<file path="config.mk">
export PLATFORM = sky130hd
export DESIGN_NAME = hrcs_top
export DESIGN_NICKNAME = d
export VERILOG_FILES = /design/src/hrcs_pkg.sv /design/src/hrcs_tmr_if.sv /design/src/hrcs_timer.sv /design/src/hrcs_top.sv
export VERILOG_INCLUDE_DIRS = /design/src
export SDC_FILE = /design/constraint.sdc
export NUM_CORES = 1
export LEC_CHECK = 0
export BUFFER_PORTS_ARGS = -buffer_cell sky130_fd_sc_hd__buf_2
export CAP_MARGIN = 20
export CORE_MARGIN = 2
export CORE_UTILIZATION = 52
export CTS_CLUSTER_DIAMETER = 60
export DETAILED_ROUTE_END_ITERATION = 6
export HOLD_SLACK_MARGIN = 0.03
export PLACE_DENSITY_LB_ADDON = 0.05
export SETUP_SLACK_MARGIN = 0.05
export SYNTH_ARGS = -nofsm -noshare
export SYNTH_HDL_FRONTEND = slang
export SYNTH_SLANG_ARGS = --single-unit
</file>
<file path="constraint.sdc">
create_clock -name mclk -period 1.8 [get_ports mclk]
set_input_delay 0.36 -clock mclk [delete_from_list [all_inputs] [get_ports mclk]]
set_output_delay 0.36 -clock mclk [all_outputs]
set_load 0.005 [all_outputs]
</file>
<file path="src/hrcs_defines.svh">
// constants for the hub reset and configuration sequencer
`ifndef HRCS_DEFINES_SVH
`define HRCS_DEFINES_SVH
`define HRCS_CLK_MHZ 20
`define HRCS_RECOVERY_US 500
`define HRCS_RECOVERY_CYC ((`HRCS_RECOVERY_US * `HRCS_CLK_MHZ) - 1)
`define HRCS_LOAD_BP_US 99500
`define HRCS_LOAD_BP_CYC (`HRCS_LOAD_BP_US * `HRCS_CLK_MHZ)
`define HRCS_ATTACH_US 100000
`define HRCS_ATTACH_CYC (`HRCS_ATTACH_US * `HRCS_CLK_MHZ)
`define HRCS_APPLY_CYC 16
`define HRCS_REQ_US 5000
`define HRCS_REQ_CYC (`HRCS_REQ_US * `HRCS_CLK_MHZ)
`define HRCS_CNT_W 22
`define HRCS_PORT_PWR_RST 7'h00
`define HRCS_CFG_RST 8'h00
`define HRCS_ADDR_RST 7'h00
`endif

</file>
<file path="src/hrcs_pkg.sv">
// types for the hub reset and configuration sequencer
package hrcs_pkg;
	typedef enum logic [2:0]
	{
		HRCS_RECOVER = 3'h0,
		HRCS_LOAD = 3'h1,
		HRCS_APPLY = 3'h2,
		HRCS_ATTACHED = 3'h3,
		HRCS_BUSRST = 3'h4,
		HRCS_RUN = 3'h5
	} hrcs_state_t;
endpackage

</file>
<file path="src/hrcs_tmr_if.sv">
// load and start signals between the sequencer and its timer
`timescale 1ns/1ps
interface hrcs_tmr_if;
	logic start;
	logic [21:0] limit;
	logic expired;
	modport ctl (output start, output limit, input expired);
	modport tmr (input start, input limit, output expired);
endinterface

</file>
<file path="src/hrcs_timer.sv">
// down-counting timer with one-shot expiry level
`timescale 1ns/1ps
module hrcs_timer
(
	// clock and reset
	input wire logic mclk,
	input wire logic sys_rst,
	input wire logic clk_en,
	// control
	hrcs_tmr_if.tmr t
);
	logic [21:0] cnt_r;
	logic run_r;
	always_ff @(posedge mclk)
	begin
		if (sys_rst)
		begin
			cnt_r <= 22'h000000;
			run_r <= 1'b0;
		end
		else if (clk_en)
		begin
			if (t.start)
			begin
				cnt_r <= t.limit;
				run_r <= 1'b1;
			end
			else if (run_r && cnt_r != 22'h000000)
				cnt_r <= cnt_r - 22'h000001;
		end
	end
	// expiry reads registers only, so the sequencer may restart the timer from it
	assign t.expired = run_r && cnt_r == 22'h000000;
endmodule

</file>
<file path="src/hrcs_top.sv">
// hub sequencer from hardware reset through smbus load, attach and bus reset
`timescale 1ns/1ps
`include "hrcs_defines.svh"
module hrcs_top
(
	// clock, reset, enable
	input wire logic mclk,
	input wire logic sys_rst,
	input wire logic clk_en,
	// pins from outside
	input wire logic self_powered,
	input wire logic cfg_load_done,
	input wire logic usb_bus_reset,
	input wire logic usb_suspend,
	// from hub core, same clock
	input wire logic req_start,
	input wire logic req_done,
	input wire logic [6:0] set_addr,
	input wire logic set_addr_stb,
	input wire logic [7:0] set_cfg,
	input wire logic set_cfg_stb,
	input wire logic [7:1] port_power_req,
	// outputs
	output logic operational_r,
	output logic cfg_window_r,
	output logic cfg_applied_r,
	output logic usb_attach_r,
	output logic [6:0] dev_addr_r,
	output logic [7:0] dev_cfg_r,
	output logic [7:1] port_power_enable_r,
	output logic tt_flush_r,
	output logic suspended_r,
	output logic ds_reset_r,
	output logic load_timeout_r,
	output logic req_timeout_r
);
	logic [3:0] s1_r;
	logic [3:0] s2_r;
	logic [3:0] s3_r;
	logic sp_s;
	logic done_s;
	logic brst_s;
	logic susp_s;
	logic brst_rise;
	hrcs_pkg::hrcs_state_t st_r;
	hrcs_pkg::hrcs_state_t st_nxt;
	hrcs_tmr_if tif();
	logic [21:0] req_cnt_r;
	logic req_busy_r;
	logic rec_arm_r;

	// two-flop synchronisers; third stage only for edge detection
	always_ff @(posedge mclk)
	begin
		if (sys_rst)
		begin
			s1_r <= 4'h0;
			s2_r <= 4'h0;
			s3_r <= 4'h0;
		end
		else if (clk_en)
		begin
			s1_r <= {usb_suspend, usb_bus_reset, cfg_load_done, self_powered};
			s2_r <= s1_r;
			s3_r <= s2_r;
		end
	end
	assign sp_s = s2_r[0];
	assign done_s = s2_r[1];
	assign brst_s = s2_r[2];
	assign susp_s = s2_r[3];
	assign brst_rise = s2_r[2] && !s3_r[2];

	hrcs_timer u_tmr
	(
		.mclk(mclk),
		.sys_rst(sys_rst),
		.clk_en(clk_en),
		.t(tif.tmr)
	);

	always_comb
	begin
		st_nxt = st_r;
		tif.start = 1'b0;
		tif.limit = 22'h000000;
		unique case (st_r)
			hrcs_pkg::HRCS_RECOVER:
				if (rec_arm_r)
				begin
					tif.start = 1'b1;
					tif.limit = 22'(`HRCS_RECOVERY_CYC);
				end
				else if (tif.expired)
				begin
					st_nxt = hrcs_pkg::HRCS_LOAD;
					tif.start = 1'b1;
					tif.limit = 22'(`HRCS_LOAD_BP_CYC);
				end
			hrcs_pkg::HRCS_LOAD:
				// self-powered ignores the timer; bus-powered ends on it
				if (done_s || (!sp_s && tif.expired))
				begin
					st_nxt = hrcs_pkg::HRCS_APPLY;
					tif.start = 1'b1;
					tif.limit = 22'(`HRCS_APPLY_CYC);
				end
			hrcs_pkg::HRCS_APPLY:
				if (tif.expired)
					st_nxt = hrcs_pkg::HRCS_ATTACHED;
			hrcs_pkg::HRCS_ATTACHED:
				if (brst_rise)
					st_nxt = hrcs_pkg::HRCS_BUSRST;
			hrcs_pkg::HRCS_BUSRST:
				if (!brst_s)
					st_nxt = hrcs_pkg::HRCS_RUN;
			hrcs_pkg::HRCS_RUN:
				if (brst_rise)
					st_nxt = hrcs_pkg::HRCS_BUSRST;
			default:
				st_nxt = hrcs_pkg::HRCS_RECOVER;
		endcase
	end

	// recovery timer is armed by the reset itself
	always_ff @(posedge mclk)
	begin
		if (sys_rst)
			st_r <= hrcs_pkg::HRCS_RECOVER;
		else if (clk_en)
			st_r <= st_nxt;
	end

	always_ff @(posedge mclk)
	begin
		if (sys_rst)
			rec_arm_r <= 1'b1;
		else if (clk_en)
			rec_arm_r <= 1'b0;
	end

	always_ff @(posedge mclk)
	begin
		if (sys_rst)
		begin
			operational_r <= 1'b0;
			cfg_window_r <= 1'b0;
			cfg_applied_r <= 1'b0;
			usb_attach_r <= 1'b0;
			load_timeout_r <= 1'b0;
		end
		else if (clk_en)
		begin
			operational_r <= st_nxt != hrcs_pkg::HRCS_RECOVER;
			cfg_window_r <= st_nxt == hrcs_pkg::HRCS_LOAD;
			cfg_applied_r <= st_nxt == hrcs_pkg::HRCS_ATTACHED ||
				st_nxt == hrcs_pkg::HRCS_BUSRST || st_nxt == hrcs_pkg::HRCS_RUN;
			usb_attach_r <= st_nxt == hrcs_pkg::HRCS_ATTACHED ||
				st_nxt == hrcs_pkg::HRCS_BUSRST || st_nxt == hrcs_pkg::HRCS_RUN;
			if (st_r == hrcs_pkg::HRCS_LOAD && !done_s && !sp_s && tif.expired)
				load_timeout_r <= 1'b1;
		end
	end

	// bus reset actions
	always_ff @(posedge mclk)
	begin
		if (sys_rst)
		begin
			dev_addr_r <= `HRCS_ADDR_RST;
			dev_cfg_r <= `HRCS_CFG_RST;
			port_power_enable_r <= `HRCS_PORT_PWR_RST;
			tt_flush_r <= 1'b0;
			suspended_r <= 1'b0;
			ds_reset_r <= 1'b0;
		end
		else if (clk_en)
		begin
			ds_reset_r <= 1'b0;
			tt_flush_r <= st_nxt == hrcs_pkg::HRCS_BUSRST;
			if (st_nxt == hrcs_pkg::HRCS_BUSRST)
			begin
				dev_addr_r <= `HRCS_ADDR_RST;
				dev_cfg_r <= 8'h00;
				port_power_enable_r <= 7'h00;
				suspended_r <= 1'b0;
			end
			else if (st_r == hrcs_pkg::HRCS_RUN)
			begin
				if (set_addr_stb)
					dev_addr_r <= set_addr;
				if (set_cfg_stb)
					dev_cfg_r <= set_cfg;
				port_power_enable_r <= (dev_cfg_r != 8'h00) ? port_power_req : 7'h00;
				suspended_r <= susp_s;
			end
		end
	end

	// request watchdog: flags a request held past its completion budget
	always_ff @(posedge mclk)
	begin
		if (sys_rst)
		begin
			req_cnt_r <= 22'h000000;
			req_busy_r <= 1'b0;
			req_timeout_r <= 1'b0;
		end
		else if (clk_en)
		begin
			if (st_r != hrcs_pkg::HRCS_RUN || req_done)
			begin
				req_busy_r <= 1'b0;
				req_cnt_r <= 22'h000000;
			end
			else if (req_start)
			begin
				req_busy_r <= 1'b1;
				req_cnt_r <= 22'h000000;
			end
			else if (req_busy_r)
			begin
				req_cnt_r <= req_cnt_r + 22'h000001;
				if (req_cnt_r == 22'(`HRCS_REQ_CYC - 1))
					req_timeout_r <= 1'b1;
			end
		end
	end
endmodule

</file>
==> results of run 1 <==
==> metal layers <==
layer  track usage (%)  vias to the layer above
li1                  -                     2392
met1              36.3                     2421
met2              49.5                      171
met3              3.55                       40
met4              13.3                        0
met5                 0                        -
==> Yosys cell counts, drive strengths merged (5+ instances only) <==
library cell	n	share of area, %
nand3	11	1.2
a211oi	11	1.9
a22o	23	4.3
nand4b	6	1.1
and4	5	0.94
a311oi	8	1.5
clkbuf	15	1.2
o311ai	5	0.94
nor2	49	4.0
buf	17	1.9
nand4	12	2.2
inv	15	1.2
o21ai	29	3.1
a21oi	36	4.0
nand3b	5	0.81
mux2i	11	2.4
or3	13	1.8
a41oi	5	1.1
a31oi	11	1.5
nor3	18	2.2
or4	6	1.1
nor4	19	4.5
nor2b	7	0.94
nand2	36	3.0
dfxtp	88	38
==> critical path, delay by kind of cell, from the launching register on <==
family | cells | cell delay [ns]
AND/OR/NAND/NOR | 2 | 0.83
AO/OA/AOI/OAI | 3 | 0.55
flip-flops | 1 | 0.37
buffers and inverters | 1 | 0.14
==> cell families after synthesis <==
logic type	after synthesis	share of synthesized area, %
AO/OA/AOI/OAI	169	26.4
AND/OR/NAND/NOR	207	27.6
other	1	0.0809
adder cells (fa/ha/maj)	3	0.809
XOR/XNOR	1	0.189
multiplexers	12	2.62
flip-flops	88	38.0
buffers and inverters	47	4.32
==> layout make-up <==
| type | count | area [sq um] |
|---|---|---|
| timing repair buffer | 193 | 1400 |
| multi-input combinational | 394 | 3150 |
| clock buffer | 10 | 138 |
| inverter | 15 | 56.3 |
| sequential | 88 | 1800 |
| clock inverter | 6 | 77.6 |
| tap | 108 | 135 |
| fill | 628 | 1930 |
==> per-stage QoR <==
stage	std cells	util [%]
after floorplan	528	-
after global placement	771	67.6
after detailed placement	771	67.6
after CTS	800	73.6
after global routing	814	77.8
final	814	77.8
==> power groups by stage <==
stage	registers, mW	clock network, mW	logic (mW)
3_3_place_gp	2.10	0	1.06
6_report	2.06	1.51	1.47
2_1_floorplan	2.11	0	0.626
4_1_cts	2.06	1.51	1.26
3_5_place_dp	2.11	0	1.08
5_1_grt	2.06	1.59	1.56
==> sequential cells by signal, summed over array words and instances (netlist names), 3 cells and up <==
| name | flops |
|---|---|
| s2_r | 4 |
| s1_r | 4 |
| dev_cfg_r | 8 |
| req_cnt_r | 22 |
| u_tmr.cnt_r | 22 |
| port_power_enable_r | 7 |
| dev_addr_r | 7 |
| st_r | 3 |
==> timing repair <==
action,CTS,global route
pin swaps,14,26
endpoints found under the hold margin,0,0
buffers inserted,12,13
setup endpoints to repair,67,68
resized for setup,48,76
cloned,1,2
==> worst paths after layout <==
check        depth (start not counted)                           end  slack (ns)                          from
max                                  6  u_tmr.cnt_r[20]$_SDFFE_PP0P_       -0.20  u_tmr.cnt_r[12]$_SDFFE_PP0P_
min                                  2    dev_addr_r[0]$_SDFFE_PP0P_        0.19                   set_addr[0]
max reg2reg                          6  u_tmr.cnt_r[20]$_SDFFE_PP0P_       -0.20  u_tmr.cnt_r[12]$_SDFFE_PP0P_
min reg2reg                          2       tt_flush_r$_SDFFE_PP0P_        0.47       tt_flush_r$_SDFFE_PP0P_
==> flow_summary.toml, run 1 <==
[layout]
finalNetCount = 737
n_antenna_cell = 0
final_layout_size_suffix_gt1_share_pct = 45.5
syn_to_final_growth_pct = 45.6
layout_commonest_cell = "buf_4"
mostFrequentLayoutCells = "buf_4, dfxtp_1, buf_2, nor2_1, nand2_1"
design_area_sq_um = 6750

[job]
max_cap_viol_count = 0

[clock_network]
clkSinkCount = 88
tritoncts = "done"
number_of_buffers_created_by_cts = 9
h-tree-depth = 3
cts.reportedPaths.clkPinSlew_ns = 0.10
post_cts_hold_buffer_count = 0
cts_max_path_buffers = 2
clock_insertion_delay_worst_skew_ns = 0.37
clock_tree.root_cell = "clkbuf_8"

[sta]
fin_worst_hold_slack_ns = 0.187
report.final.hold_viol_count = 0
rsz0062_at_grt = "true"
layout_min_cycle_time_ns = 2.00
final.period_utilization_pct = 111
final_max_slew_viol_count = 0
final-setup-viol-count = 24
clock.fmax_mhz = 499
fin_worst_skew_ns = 0.0104
finalSetupTns_ns = -2.12
worst_slack_ns = -0.204

[critical_path]
critical_path.cell_chain = "or4_4 -> nor4_4 -> a21o_1 -> buf_6 -> a221oi_1 -> o2bb2ai_1"
crit_path_max_incr_delay_ns = 0.59
critical_path.startpoint_type = "register"
crit_path_top_delay_cell = "or4_4"
crit_required_ns = 2.06
critPathArrivalTime_ns = 2.26
crit_fanout = 4
cp-end-kind = "register"
path_class = "reg -> reg"

[logic_synthesis]
synth_top_flop_cell = "dfxtp_1"
seq_area_frac_synth_pct = 38.0
synth.avg_cell_area_sq_um = 8.78
synthesis.yosys.warnings = 0
synth_cells = 528
synth_fp_nets = 564
synth_seq_cells = 88
synth-async-reset-ratio_pct = 0
netlist_area_sq_um = 4640
synth.lib_cells_used.distinct = 78
synth-edff-count = 0

[detailed_routing]
drt-vias-per-instance = 6.17
wl_per_cell_microns = 18.1
postRouteAntennaNets = 0
detailedRoute.firstPassIterationCount = 4
remaining_drc_errors = 0
dr_total_vias = 5024
wirelength_mm = 14.8
wl_met3_microns = 680
wl_met1_mm = 6.19
top_layer_used = "met4"
detailroute.wirelength.met2_mm = 7.42
first_iter_violations = 311

[floorplanning]
fp.dieW_microns = 98.4
effective_utilization_at_floorplan_pct = 53.4
fp.coreArea_sq_um = 8680
top_level_ports = 64
num_rows = 34
dieHeight_microns = 98.4
dieArea_sq_um = 9690

[grt]
grt_overflow = 0
groute.usage.overall_pct = 28.8
antenna_violations_before_repair = 0
grt_max_degree = 38
grt_pass1_wl_mm = 23.0
first_global_vias = 4753

[placement]
placement.setup.worst_slack_ns = -0.198
placed_cell_area_sq_um = 5870
placement.io_buffers = 62
detailed_place_hpwl_mm = 9.88
final_estimated_routing_congestion_in_global_placement = 1.01

[power_and_ir_drop]
power_switching_mw = 1.66
p_int_mw = 3.38
finalPower_mw = 5.04
largest_vdd_supply_drop_uv = 499
power.density_nw_per_um2 = 746
combPwrFrac_pct = 29.2
power_frac_seq_pct = 40.9
pwr-share-clk_pct = 29.9
switching_share_pct = 32.9
static-leakage-power_nw = 2.70

[run_status]
run_status = "finished with violations"
violations = "negative setup slack"

[min_path]
hold_class = "in -> reg"
(Power assumes the default switching activity.)
==> inputs of run 2 (changes only) <==
--- a/config.mk
+++ b/config.mk
@@ -10,5 +10,5 @@
 export CAP_MARGIN = 20
 export CORE_MARGIN = 2
-export CORE_UTILIZATION = 52
+export CORE_UTILIZATION = 40
 export CTS_CLUSTER_DIAMETER = 60
 export DETAILED_ROUTE_END_ITERATION = 6
==> constraint.sdc (replaced) <==
create_clock -name mclk -period 1.8 [get_ports mclk]
set_input_delay 0.54 -clock mclk [delete_from_list [all_inputs] [get_ports mclk]]
set_output_delay 0.54 -clock mclk [all_outputs]
set_load 0.005 [all_outputs]
==> run 2 against run 1 <==
  * The flow still finishes with violations (negative setup slack)
  * Via count is essentially flat
  * Hold slack gained 0.21 ns
  * Total power grew 5.7%
  * First-iteration DRC count shrank 9.6%
  * Die area grew 29%
  * Register-to-register slack gained 0.06 ns
  * Sequential power is essentially flat
  * Clock power grew 19%
  * Clock-buffer cell count is the same
==> flow_summary.toml, run 2 (synthesized netlist as in run 1, its figures left out) <==
[floorplanning]
top_level_ports = 64
fp.dieW_microns = 112
fp.coreArea_sq_um = 11400
effective_utilization_at_floorplan_pct = 40.8
dieHeight_microns = 112
dieArea_sq_um = 12500
num_rows = 39

[detailed_routing]
dr_total_vias = 5019
drt-vias-per-instance = 5.74
detailedRoute.firstPassIterationCount = 5
first_iter_violations = 281
wirelength_mm = 14.8
wl_per_cell_microns = 16.9
remaining_drc_errors = 0
postRouteAntennaNets = 0

[critical_path]
r2r_start = "u_tmr.cnt_r[1]$_SDFFE_PP0P_"
timing.reg2reg.setup_slack_ns = -0.15
critPathArrivalTime_ns = 2.20
path_class = "reg -> reg"
critical_path.startpoint_type = "register"
crit_required_ns = 2.05
reg2regPathDepth = 9
cp-end-kind = "register"
reg2reg_to = "u_tmr.cnt_r[13]$_SDFFE_PP0P_"
crit_fanout = 5
crit_path_start = "u_tmr.cnt_r[1]$_SDFFE_PP0P_"
setup.worst_path.end = "u_tmr.cnt_r[13]$_SDFFE_PP0P_"

[sta]
finalSetupTns_ns = -1.23
final-setup-viol-count = 21
report.final.hold_viol_count = 0
slew_headroom_pct = 64.4
rsz0062_at_grt = "true"
clock.fmax_mhz = 513
max_slew.worst_pin.slew_ns = 0.529
worst_slack_ns = -0.148
final.period_utilization_pct = 108
layout_min_cycle_time_ns = 1.95
final_max_slew_viol_count = 0
fin_worst_skew_ns = 0.00655

[placement]
numPlacedInstances = 833
detailed_place_hpwl_mm = 10.2
placement.io_buffers = 62
final_estimated_routing_congestion_in_global_placement = 0.916
placed_cell_area_sq_um = 6100

[grt]
grt_pass1_wl_mm = 23.7
first_global_vias = 4768
antenna_violations_before_repair = 0
grt_overflow = 0
groute.usage.overall_pct = 23.6
grt_max_degree = 37

[power_and_ir_drop]
power.density_nw_per_um2 = 746
largest_vdd_supply_drop_uv = 660
finalPower_mw = 5.32
static-leakage-power_nw = 2.91

[clock_network]
clkSinkCount = 88
number_of_buffers_created_by_cts = 9
tritoncts = "done"
cts.reportedPaths.clkPinSlew_ns = 0.07
h-tree-depth = 3
clock_insertion_delay_worst_skew_ns = 0.35
clock_tree.root_cell = "clkbuf_16"
cts_max_path_buffers = 2

[run_status]
run_status = "finished with violations"
violations = "negative setup slack"

[layout]
filler_cell_count_in_the_final_layout = 974
layout_commonest_cell = "buf_4"
finalNetCount = 763
final_cells = 875
design_area_sq_um = 7140
layout_top_registers = "req_cnt_r: 22 flops, u_tmr.cnt_r: 22 flops, dev_cfg_r: 8 flops"
syn_to_final_growth_pct = 53.8
final_layout_size_suffix_gt1_share_pct = 48.2
mostFrequentLayoutCells = "buf_4, dfxtp_1, buf_2, nor2_1, nand2_1"
n_antenna_cell = 0

[min_path]
hold_class = "in -> reg"

[job]
max_cap_viol_count = 0
[run 2: cell count changes in the layout (fill, tap and decap cells not counted), sizes merged]
cell      change
buf          +26
clkinvlp      +2
a21oi         +1
and4          -1
bufinv        -1
inv           -1
[run 2: how the worst min path moves through the flow]
stage,from,slack (ns),cells past startpoint,to
floorplan,u_tmr.cnt_r[0]$_SDFFE_PP0P_,0.44,1,u_tmr.cnt_r[0]$_SDFFE_PP0P_
global placement,port_power_enable_r[6]$_SDFFE_PP0P_,0.45,1,port_power_enable_r[6]$_SDFFE_PP0P_
detailed placement,port_power_enable_r[2]$_SDFFE_PP0P_,0.45,1,port_power_enable_r[2]$_SDFFE_PP0P_
CTS,set_cfg[7],0.39,2,dev_cfg_r[7]$_SDFFE_PP0P_
finish,set_addr[2],0.39,2,dev_addr_r[2]$_SDFFE_PP0P_
global route,set_cfg[5],0.39,2,dev_cfg_r[5]$_SDFFE_PP0P_
[run 2: report_power, final]
group          leakage [nW]  total [mW]  switching [mW]  internal [mW]
Sequential            0.723        2.05          0.0523           2.00
Combinational          2.06        1.47           0.736          0.737
Clock                 0.132        1.80           0.845          0.955
Total                  2.91        5.32            1.63           3.69
[run 2: cell type report]
type                    count  area (sq um)  area share, %
repair buffers            219          1620           22.8
flip-flops and latches     88          1800           25.2
clock buffers              10           229           3.21
well taps                 143           179           2.51
inverters                  15          56.3          0.789
clock inverters             6          57.6          0.807
multi-input cells         394          3190           44.7
[run 2: critical path: stages (launching register included)]
cell     delay, ns
dfxtp_2       0.33
inv_2         0.04
ha_2          0.16
nor2b_4       0.13
and4_4        0.19
buf_12        0.13
or4b_1        0.50
a21oi_1       0.17
nor3_2        0.06
buf_4         0.13
[run 2: what timing repair did]
action	in CTS	in global routing
resized for setup	75	75
setup buffers	15	10
setup endpoints to repair	68	71
gates cloned	1	1
pin swaps	32	38
hold buffers	0	0
[run 2: routing by layer]
layer,track usage [%],vias to the layer above,share of wire [%]
met1,30.1,2398,44
met4,11.0,0,2.7
li1,-,2452,-
met5,0,-,0
met2,39.6,141,50
met3,3.16,28,3.6
[run 2: metrics by stage]
| stage | utilization (%) | hold WS, ns | setup slack (ns) |
|---|---|---|---|
| after floorplan | - | 0.436 | -0.0937 |
| after global placement | 53.6 | 0.453 | -0.225 |
| after detailed placement | 53.6 | 0.452 | -0.259 |
| after CTS | 59.6 | 0.387 | -0.150 |
| after global routing | 62.8 | 0.391 | -0.316 |
| final | 62.8 | 0.394 | -0.148 |
==> inputs of run 3 (changes only) <==
ABC_AREA = 1   (was unset)
CTS_BUF_LIST = sky130_fd_sc_hd__clkbuf_4 sky130_fd_sc_hd__clkbuf_8   (was unset)
==> run 3 against run 2 <==
  * The run still ends with negative setup slack left
  * Die area is 1.0% higher
  * Critical endpoint is now dev_addr_r[5]$_SDFFE_PP0P_
  * Cell count rose by 16%
  * Synthesized area increased by 1.1%
  * Maximum frequency is 1.2% higher
  * Global-route usage fell by 2.3 points
  * Largest cell class unchanged
  * First-iteration DRC count is 18% higher
  * Non-clock buffer count decreased by 20
  * Sequential share of layout area down 0.40 points
  * Highest routed layer unchanged
==> flow_summary.toml, run 3 <==
[floorplanning]
dieHeight_microns = 112
top_level_ports = 64
effective_utilization_at_floorplan_pct = 41.1
num_rows = 39
fp.dieW_microns = 112
fp.coreArea_sq_um = 11400
dieArea_sq_um = 12600

[grt]
groute.usage.overall_pct = 21.3
grt_overflow = 0
grt_pass1_wl_mm = 22.0
first_global_vias = 4757
grt_max_degree = 48
antenna_violations_before_repair = 0

[detailed_routing]
wl_per_cell_microns = 13.9
first_iter_violations = 331
drt-vias-per-instance = 5.02
detailedRoute.firstPassIterationCount = 5
wirelength_mm = 14.1
dr_total_vias = 5100
remaining_drc_errors = 0
postRouteAntennaNets = 0

[power_and_ir_drop]
largest_vdd_supply_drop_uv = 470
static-leakage-power_nw = 3.15
power.density_nw_per_um2 = 750

[logic_synthesis]
seq_area_frac_synth_pct = 37.6
synth_fp_nets = 717
netlist_area_sq_um = 4690
synth-edff-count = 0
synth_seq_cells = 88
post_synth_main_area_contributors = "dfxtp_1, nand2_1, nor2_1"
synth.lib_cells_used.distinct = 47
synthMostInstantiatedCell = "nand2_1"
synthesis.yosys.warnings = 0
synth-async-reset-ratio_pct = 0
synth_top_flop_cell = "dfxtp_1"
synth_cells = 681
netlist.area_leader.share_pct = 37.6
synth.avg_cell_area_sq_um = 6.88
synth.largest_area_cell = "dfxtp_1"
synth_cell_count_leaders = "nand2_1, nor2_1, dfxtp_1"

[sta]
rsz0062_at_grt = "true"
final_max_slew_viol_count = 0
worst_slack_ns = -0.125
final.period_utilization_pct = 107
final-setup-viol-count = 55
clock.fmax_mhz = 519
fin_worst_skew_ns = 0.0122
layout_min_cycle_time_ns = 1.93
report.final.hold_viol_count = 0
fin_worst_hold_slack_ns = 0.380

[critical_path]
crit_fanout = 5
crit_required_ns = 2.07
timing.reg2reg.setup_slack_ns = -0.13
path_class = "reg -> reg"
critical_path.startpoint_type = "register"
critPathArrivalTime_ns = 2.19
cp-end-kind = "register"

[placement]
detailed_place_hpwl_mm = 8.86
numPlacedInstances = 958
placed_cell_area_sq_um = 5840
final_estimated_routing_congestion_in_global_placement = 0.863
placement.io_buffers = 62

[layout]
final_cells = 1015
layout_commonest_cell = "buf_4"
filler_cell_count_in_the_final_layout = 1027
design_area_sq_um = 7180
final_layout_size_suffix_gt1_share_pct = 47.4
finalNetCount = 903
syn_to_final_growth_pct = 53.1
n_antenna_cell = 0
layout_top_registers = "req_cnt_r: 22 flops, u_tmr.cnt_r: 22 flops, dev_cfg_r: 8 flops"
mostFrequentLayoutCells = "buf_4, nand2_1, nor2_1, dfxtp_1, buf_2"

[run_status]
violations = "negative setup slack"
run_status = "finished with violations"

[clock_network]
clock_tree.root_cell = "clkbuf_8"
number_of_buffers_created_by_cts = 9
clock_insertion_delay_worst_skew_ns = 0.38
cts_max_path_buffers = 2
tritoncts = "done"
cts.reportedPaths.clkPinSlew_ns = 0.09
clkSinkCount = 88
h-tree-depth = 3
post_cts_hold_buffer_count = 0

[job]
max_cap_viol_count = 0

[min_path]
hold_class = "in -> reg"
## run 3: metrics by stage
step                      util (%)  total power [mW]  setup WS, ns  TNS (ns)
after floorplan                  -              3.04        0.0204         0
after global placement        51.1              3.59       -0.0795     -1.95
after detailed placement      51.1              3.59        -0.117     -3.64
after CTS                     57.0              5.22       -0.0741     -1.35
after global routing          62.9              5.71        -0.276    -11.93
final                         62.9              5.38        -0.125     -4.29
## run 3: cell type report
class	count	area, sq um	area share (%)
multi-input combinational	499	3180	44.4
timing repair buffer	199	1550	21.6
timing repair inverter	1	7.51	0.105
inverter	69	279	3.89
sequential	88	1780	24.8
tap	143	179	2.49
clock inverter	6	68.8	0.959
clock buffer	10	131	1.83
## run 3: kinds of logic after synthesis
logic type      count (synthesis)  synth area share (%)
compound gates                134                  17.0
xor+xnor                       12                  2.24
fa+ha+maj                       3                 0.801
buf+inv                        95                  9.15
flops                          88                  37.6
other cells                     1                0.0800
simple gates                  348                  33.1
## run 3: critical path: stages (launching register included)
cell and delay, ns:
dfxtp_1 0.32, nor2_1 0.15, nand2_2 0.11, nor2_1 0.11, nand2_1 0.07, nor2_2 0.09, nand3_2 0.12, nand3_2 0.09
nand2_2 0.08, nor2_4 0.14, nand3_4 0.20, clkbuf_16 0.23, nand3_2 0.07, a21oi_2 0.05
## run 3: where the power goes
group	internal (mW)	total, mW	switching, mW
registers	2.05	2.13	0.0779
logic	0.851	1.84	0.984
clock network	0.667	1.42	0.755
total	3.57	5.38	1.82
## run 3: what timing repair did
action                                  4_1_cts  5_1_grt
gates resized for setup                      73      131
endpoints found under the setup margin       65       74
gates cloned                                  3        3
setup buffers                                19       16
pin swaps                                    29       38
## run 3: metal layers
metal / share of wire, % / wire, microns / vias up / GRT usage (%)
met5: 0 / 0 / - / 0
li1: - / - / 2604 / -
met4: 1.6 / 231 / 0 / 7.48
met3: 3.1 / 439 / 19 / 3.56
met1: 45 / 6300 / 2397 / 27.0
met2: 51 / 7120 / 80 / 36.7
## run 3: path summary, 6_finish.rpt
path	to	cells past startpoint	start
hold reg to reg	dev_addr_r[2]$_SDFFE_PP0P_	2	dev_addr_r[2]$_SDFFE_PP0P_
hold / removal	s1_r[3]$_SDFFE_PP0P_	3	usb_suspend
setup reg to reg	dev_addr_r[5]$_SDFFE_PP0P_	13	u_tmr.cnt_r[18]$_SDFFE_PP0P_
setup / recovery	dev_addr_r[5]$_SDFFE_PP0P_	13	u_tmr.cnt_r[18]$_SDFFE_PP0P_
